### src/adpc_pkg.sv
package adpc_pkg;
	localparam int ADPC_WIDTH         = 11;
	localparam int ADPC_LATENCY       = 6;
	localparam int ADPC_CLK_MHZ       = 100;
	localparam int ADPC_RECOVERY_NS   = 300;
	localparam int ADPC_RECOVERY_CYC  = (ADPC_RECOVERY_NS * ADPC_CLK_MHZ + 999) / 1000;
	localparam int ADPC_CONV_MIN_MHZ  = 10;
	localparam int ADPC_CONV_MAX_MHZ  = 80;
	localparam int ADPC_CONV_DIV      = 4;
	localparam int ADPC_DIV_MAX       = 256;
	localparam logic [ADPC_WIDTH-1:0] ADPC_WORD_ZERO = 11'h000;
	localparam logic [ADPC_WIDTH-1:0] ADPC_WORD_UNDEF = 11'h7FF;
endpackage

### src/adpc_if.sv
`timescale 1ns/1ps
interface adpc_if;
	import adpc_pkg::*;
	logic                  conv_clk_en;
	logic                  output_enable_n;
	logic                  sleep_request;
	logic [ADPC_WIDTH-1:0] sample_word;
	logic [ADPC_WIDTH-1:0] sample_word_oe;
	modport converter (
		input  conv_clk_en,
		input  output_enable_n,
		input  sleep_request,
		output sample_word,
		output sample_word_oe
	);
	modport capture (
		output conv_clk_en,
		output output_enable_n,
		output sleep_request,
		input  sample_word,
		input  sample_word_oe
	);
endinterface

### src/adpc_converter.sv
`timescale 1ns/1ps
// Functional notes
// - clock stays within 10 to 80 MHz
// - clock never below 1 MSPS
// - clock duty cycle near 50 percent; here conv_clk_en is a one-cycle pulse every four clock_in cycles (25 percent)
// - output enable high floats data pins
// - conversion continues regardless of output enable
// - sleep request holds low power state
// - data pins undefined while asleep
// - sleep corrupts all in-flight samples
// - wait recovery time after sleep release
// - eleven bit offset binary result word
// - capture on rising conversion clock edge
module adpc_converter
	import adpc_pkg::*;
#(
	parameter int WIDTH   = ADPC_WIDTH,
	parameter int LATENCY = ADPC_LATENCY
) (
	input  wire logic             clock_in,
	input  wire logic             rst_in,
	input  wire logic [WIDTH-1:0] analog_code_in,
	output logic                  powered_down_out,
	adpc_if.converter             link
);

	////////////////////////////////////////////////////////////
	// the core steps only on conversion pulses from the capture side
	// power state of the converter core, one-hot
	typedef enum logic [1:0] {
		ADPC_PWR_AWAKE  = 2'b01,
		ADPC_PWR_ASLEEP = 2'b10
	} adpc_pwr_t;

	////////////////////////////////////////////////////////////
	// words and pin masks at the parameter width
	localparam logic [WIDTH-1:0] WORD_ZERO  = WIDTH'(ADPC_WORD_ZERO);
	localparam logic [WIDTH-1:0] WORD_UNDEF = WIDTH'(ADPC_WORD_UNDEF);
	localparam logic [WIDTH-1:0] PINS_ON    = {WIDTH{1'b1}};
	localparam logic [WIDTH-1:0] PINS_OFF   = {WIDTH{1'b0}};

	////////////////////////////////////////////////////////////
	// pipeline stages and their next values
	logic [WIDTH-1:0] pipe      [LATENCY];
	logic [WIDTH-1:0] next_pipe [LATENCY];
	logic [WIDTH-1:0] stage_in  [LATENCY];

	// output word and pin enables
	logic [WIDTH-1:0] out_word;
	logic [WIDTH-1:0] next_out_word;
	logic [WIDTH-1:0] pins_enable;

	// power state
	adpc_pwr_t        pwr_state;
	adpc_pwr_t        next_pwr_state;

	// decoded controls
	logic             step;
	logic             wipe;
	logic             drive_pins;

	////////////////////////////////////////////////////////////
	// next value of one held word: a sleep wipes it,
	// a conversion step loads it, otherwise it holds;
	// shared by every pipeline stage and the output register
	function automatic logic [WIDTH-1:0] stage_next(
		input logic             wipe_now,
		input logic             advance,
		input logic [WIDTH-1:0] incoming,
		input logic [WIDTH-1:0] current
	);
		logic [WIDTH-1:0] result;
		if (wipe_now) begin
			result = WORD_UNDEF;
		end else if (advance) begin
			result = incoming;
		end else begin
			result = current;
		end
		return result;
	endfunction

	// enable mask of the data pins
	function automatic logic [WIDTH-1:0] pins_for(
		input logic drive_now
	);
		logic [WIDTH-1:0] mask;
		if (drive_now) begin
			mask = PINS_ON;
		end else begin
			mask = PINS_OFF;
		end
		return mask;
	endfunction

	////////////////////////////////////////////////////////////
	// control decode
	// a sleep request also covers the capture side's reset
	assign wipe       = link.sleep_request;
	// no stepping while asleep: the wipe has priority
	assign step       = link.conv_clk_en && !link.sleep_request;
	assign drive_pins = !link.output_enable_n;

	////////////////////////////////////////////////////////////
	// power state follows sleep
	// any code other than the two legal ones falls back to awake
	always_comb begin
		next_pwr_state = pwr_state;
		unique case (pwr_state)
			ADPC_PWR_AWAKE: begin
				if (link.sleep_request) begin
					next_pwr_state = ADPC_PWR_ASLEEP;
				end
			end

			ADPC_PWR_ASLEEP: begin
				if (!link.sleep_request) begin
					next_pwr_state = ADPC_PWR_AWAKE;
				end
			end

			default: begin
				next_pwr_state = ADPC_PWR_AWAKE;
			end
		endcase
	end

	////////////////////////////////////////////////////////////
	// state register
	always_ff @(posedge clock_in) begin
		if (rst_in) begin
			pwr_state <= ADPC_PWR_AWAKE;
		end else begin
			pwr_state <= next_pwr_state;
		end
	end

	// registered state: the status lags the request by one cycle
	assign powered_down_out = (pwr_state == ADPC_PWR_ASLEEP);

	////////////////////////////////////////////////////////////
	// input of each stage: the pin code first, then the stage before
	for (genvar g = 0; g < LATENCY; g++) begin : g_source
		if (g == 0) begin : g_first
			assign stage_in[g] = analog_code_in;
		end else begin : g_rest
			assign stage_in[g] = pipe[g-1];
		end
	end

	for (genvar g = 0; g < LATENCY; g++) begin : g_next
		assign next_pipe[g] = stage_next(
			wipe,
			step,
			stage_in[g],
			pipe[g]
		);
	end

	////////////////////////////////////////////////////////////
	// stage registers
	// fixed pipeline stepping
	// stages move only on conversion pulses, whatever the output enable
	for (genvar g = 0; g < LATENCY; g++) begin : g_stage
		always_ff @(posedge clock_in) begin
			if (rst_in) begin
				pipe[g] <= WORD_ZERO;
			end else begin
				pipe[g] <= next_pipe[g];
			end
		end
	end

	////////////////////////////////////////////////////////////
	// word undefined while asleep
	// the wipe pattern is fixed; the capture side must not trust it
	assign next_out_word = stage_next(
		wipe,
		step,
		pipe[LATENCY-1],
		out_word
	);

	////////////////////////////////////////////////////////////
	// output register
	always_ff @(posedge clock_in) begin
		if (rst_in) begin
			out_word <= WORD_ZERO;
		end else begin
			out_word <= next_out_word;
		end
	end

	////////////////////////////////////////////////////////////
	// word on the data pins
	// offset binary straight from the output register, no recoding
	// a fresh word appears only on a conversion pulse
	assign link.sample_word = out_word;

	// drive only while enabled
	// the mask is not registered, so the pins float at once
	assign pins_enable         = pins_for(drive_pins);
	assign link.sample_word_oe = pins_enable;

endmodule

### src/flat_wrapper.sv
// flat-port wrapper written by rule: the top's interface ports become plain ports
module adpc_converter_flat import adpc_pkg::*;
#(
	parameter int WIDTH   = ADPC_WIDTH,
	parameter int LATENCY = ADPC_LATENCY
)
  (clock_in, rst_in, analog_code_in, powered_down_out, link_conv_clk_en, link_output_enable_n, link_sleep_request, link_sample_word, link_sample_word_oe);
  adpc_if link_i ();
  input  wire logic clock_in;
  input  wire logic rst_in;
  input  wire logic [WIDTH-1:0] analog_code_in;
  output logic powered_down_out;
  input wire logic [$bits(link_i.conv_clk_en)-1:0] link_conv_clk_en;
  input wire logic [$bits(link_i.output_enable_n)-1:0] link_output_enable_n;
  input wire logic [$bits(link_i.sleep_request)-1:0] link_sleep_request;
  output wire logic [$bits(link_i.sample_word)-1:0] link_sample_word;
  output wire logic [$bits(link_i.sample_word_oe)-1:0] link_sample_word_oe;
  assign link_i.conv_clk_en = link_conv_clk_en;
  assign link_i.output_enable_n = link_output_enable_n;
  assign link_i.sleep_request = link_sleep_request;
  assign link_sample_word = link_i.sample_word;
  assign link_sample_word_oe = link_i.sample_word_oe;
  adpc_converter #(.WIDTH(WIDTH), .LATENCY(LATENCY)) u_core (.clock_in(clock_in), .rst_in(rst_in), .analog_code_in(analog_code_in), .powered_down_out(powered_down_out), .link(link_i));
endmodule
### config.mk
export PLATFORM = sky130hd
export DESIGN_NAME = adpc_converter_flat
export DESIGN_NICKNAME = d
export VERILOG_FILES = /design/src/adpc_pkg.sv /design/src/adpc_if.sv /design/src/adpc_converter.sv /design/src/flat_wrapper.sv
export SDC_FILE = /design/constraint.sdc
export NUM_CORES = 1
export LEC_CHECK = 0
export BUFFER_PORTS_ARGS = -buffer_cell sky130_fd_sc_hd__buf_2
export CAP_MARGIN = 20
export CORE_UTILIZATION = 30
export CTS_CLUSTER_DIAMETER = 60
export DETAILED_ROUTE_END_ITERATION = 6
export PLACE_DENSITY = 0.52
export SLEW_MARGIN = 20
export SYNTH_ARGS = -nofsm -noshare
export SYNTH_HDL_FRONTEND = slang
export SYNTH_SLANG_ARGS = --single-unit
### constraint.sdc
create_clock -name clock_in -period 2 [get_ports clock_in]
set_clock_uncertainty 0.1 [all_clocks]
set_input_delay 0.1 -clock clock_in [delete_from_list [all_inputs] [get_ports clock_in]]
set_output_delay 0.1 -clock clock_in [all_outputs]
set_load 0.005 [all_outputs]
==> flow_summary.yaml <==
timing:
  worst_pin_slew_ns: 0.5486
  timing.hold.ws_ns: 0.1694
  layout_min_cycle_time_ns: 1.143
  finalCritPeriodShare_pct: 57.14
  finalHoldViolCount: 0
  setup_viol: 0
  relSlewSlack_pct: 63.43
  fin_tns_setup_ns: 0
  drv_slew: 0
  clock.fmax_mhz: 875.1
  rsz0062_at_grt: "no"
clock_network:
  numCtsBuffers: 9
  clockBufferDepth: 2
  clock_latency_ns: 0.34
  postCtsResizedCells: 0
  path_clk_slew_ns: 0.08
  cts_sinks: 79
  htreeDepth: 3
  cts_tree: "built"
  postCtsSetupBuffers: 0
  root_buffer: "clkbuf_8"
  ctsHoldBuffers: 12
drt:
  wirelength_um: 5259
  vias: 1970
  drt_first_pass_iters: 3
  drc: 0
  first_iter_violations: 95
  wire_per_inst_um: 11.90
  drtAntennaViolNets: 0
  vias_per_cell: 4.457
synthesis:
  synth_cell_types: 15
  ys_async_sr_fraction_pct: 0
  yosys.area.top_type: "dfxtp_1"
  synth_common_cells: "dfxtp_1 (79), a21oi_1 (77), mux2i_1 (77), buf_4 (15), clkbuf_1 (12)"
  synth_enable_flop_cells: 0
  netlist_instances: 275
  syn_area_um2: 3030
  yosysMostFrequentCell: "dfxtp_1"
  yosys_register_bits: 79
  synth_top_area_share_pct: 52.19
  syn-mean-instance-area_um2: 11.02
  syn_nets: 291
  synth.yosys.seq_area_share_pct: 52.19
  synth_flop_cell: "dfxtp_1"
  synth_warnings: 0
  netlist_top_cells_area: "dfxtp_1 (52%), mux2i_1 (25%), a21oi_1 (13%)"
power_and_ir_drop:
  p_sw_uw: 768.6
  p_int_mw: 2.715
  power.ir.vdd_worst_v: 0.0003079
  switching_share_pct: 22.06
  seqPwrFrac_pct: 50.7
  clkPwrFrac_pct: 39.5
  powerDensity_nw_per_um2: 980.8
  power.leakage_nw: 1.603
  share_comb_of_total_power_pct: 9.8
grt:
  top_usage_layer: "met2"
  grt.overflow.total: 0
  use_met3_pct: 2.915
  grt.total_usage_pct: 10.73
  grt.met2_usage_pct: 16.31
  grt_max_degree: 79
  use_met1_pct: 13.28
  grt_pass1_vias: 1799
  grt_pass1_wl_um: 8562
  antenna_found_initial: 0
floorplanning:
  die_w_um: 102.5
  floorplan.initialDensity_pct: 31.00
  die_height_um: 102.5
  row_count: 36
  dieArea_um2: 10510
  io_pins: 39
  core_um2: 9774
setup_path:
  arrival_ns: 1.26
  cpPeakStageDelay_ns: 0.52
  crit_type: "input port to register"
  critPathTopFamily: "buffers and inverters"
  cp-start-kind: "input port"
  crit_fanout: 78
  cpMaxStageDelayCell: "dlygate4sd3_1"
  endpoint_kind: "register"
  cp.required_ns: 2.11
  crit_chain: "dlygate4sd3_1 > buf_2 > inv_2 > buf_12 > a21oi_1"
  cp_num_buf_inv: 4
final_layout:
  finalNetCount: 320
  fillers: 1001
  diodes: 0
  synthToLayoutAreaGrowth_pct: 17.22
  drive_above_1_share_pct: 18.77
worst_hold_path:
  hold_path.class: "input port to register"
placement:
  place_hpwl_um: 3006
  place_congestion: 0.6509
  numPortBuffers: 38
run_status:
  outcome: "finished clean"
run:
  cap_violations: 0
[per-layer routing]
layer | vias up | share of wire, %
met5 | - | 0
met1 | 909 | 48
met2 | 29 | 45
met4 | 0 | 2.7
met3 | 10 | 3.5
li1 | 1022 | -
[layout make-up]
| cell class | count | area [um2] | share of cell area [%] |
|---|---|---|---|
| inverters | 2 | 7.507 | 0.2113 |
| repair buffers | 54 | 367.9 | 10.36 |
| well taps | 133 | 166.4 | 4.685 |
| flip-flops and latches | 79 | 1582 | 44.52 |
| clock inverters | 2 | 60.06 | 1.691 |
| clock buffers | 14 | 182.7 | 5.143 |
| multi-input cells | 158 | 1186 | 33.39 |
[layout by cell type, fill, tap and decap left out]
cell type / n
dfxtp_1: 79
mux2i_1: 77
dlygate4sd3_1: 12
xor2_1: 1
buf_2: 37
nand3b_1: 1
buf_12: 2
inv_2: 1
bufinv_16: 2
nor3b_1: 1
buf_4: 3
clkbuf_8: 13
inv_1: 1
nor2b_1: 1
a21oi_1: 77
clkbuf_1: 1
[metrics by stage]
step	total power, mW	area, um2	std cells	utilization [%]	setup WS (ns)
after floorplan	2.062	3030	275	-	1.026
after global placement	2.126	3189	414	32.63	0.7966
after detailed placement	2.134	3189	414	32.63	0.7799
after CTS	3.537	3552	442	36.34	0.8484
after global routing	3.663	3552	442	36.34	0.8035
final	3.484	3552	442	36.34	0.8573
[power groups by stage]
stage / combinational, mW / sequential [mW] / clock [mW]
after floorplan: 0.280 / 1.78 / 0
after global placement: 0.323 / 1.80 / 0
after detailed placement: 0.329 / 1.80 / 0
after CTS: 0.347 / 1.77 / 1.42
after global routing: 0.385 / 1.78 / 1.49
final: 0.343 / 1.76 / 1.38
[worst register-to-register path, delay by kind of cell, from the launching register on]
| kind | cells | cell delay, ns |
|---|---|---|
| flip-flops | 1 | 0.35 |
| AND/OR/NAND/NOR | 1 | 0.18 |
| XOR/XNOR | 1 | 0.18 |
[sequential cells by signal (all words and copies together) (netlist names)]
| signal | count |
|---|---|
| u_core.link.sample_word | 11 |
| u_core.pipe | 66 |
| u_core.pwr_state | 2 |
[final timing paths]
path | from | endpoint | slack (ns) | cells after the start
worst max-delay path | link_sleep_request | u_core.pipe[0][19]$_SDFFE_PP0P_ | 0.86 | 5
worst min-delay path | rst_in | u_core.link.sample_word[5]$_SDFFE_PP0P_ | 0.17 | 3
worst max register to register | u_core.pwr_state[0]$_SDFFE_PP1P_ | u_core.pwr_state[1]$_SDFFE_PP0P_ | 1.12 | 2
worst min register to register | u_core.pwr_state[1]$_SDFFE_PP0P_ | u_core.pwr_state[0]$_SDFFE_PP1P_ | 0.42 | 2
[cell families after synthesis]
kind of cell           Yosys count  synth area share (%)
flip-flops                      79                 52.19
AO/OA/AOI/OAI                   77                 12.72
multiplexers                    77                 25.43
buffers and inverters           38                 8.670
AND/OR/NAND/NOR                  3                0.7022
XOR/XNOR                         1                0.2891
Power figures use the tool's default switching activity.
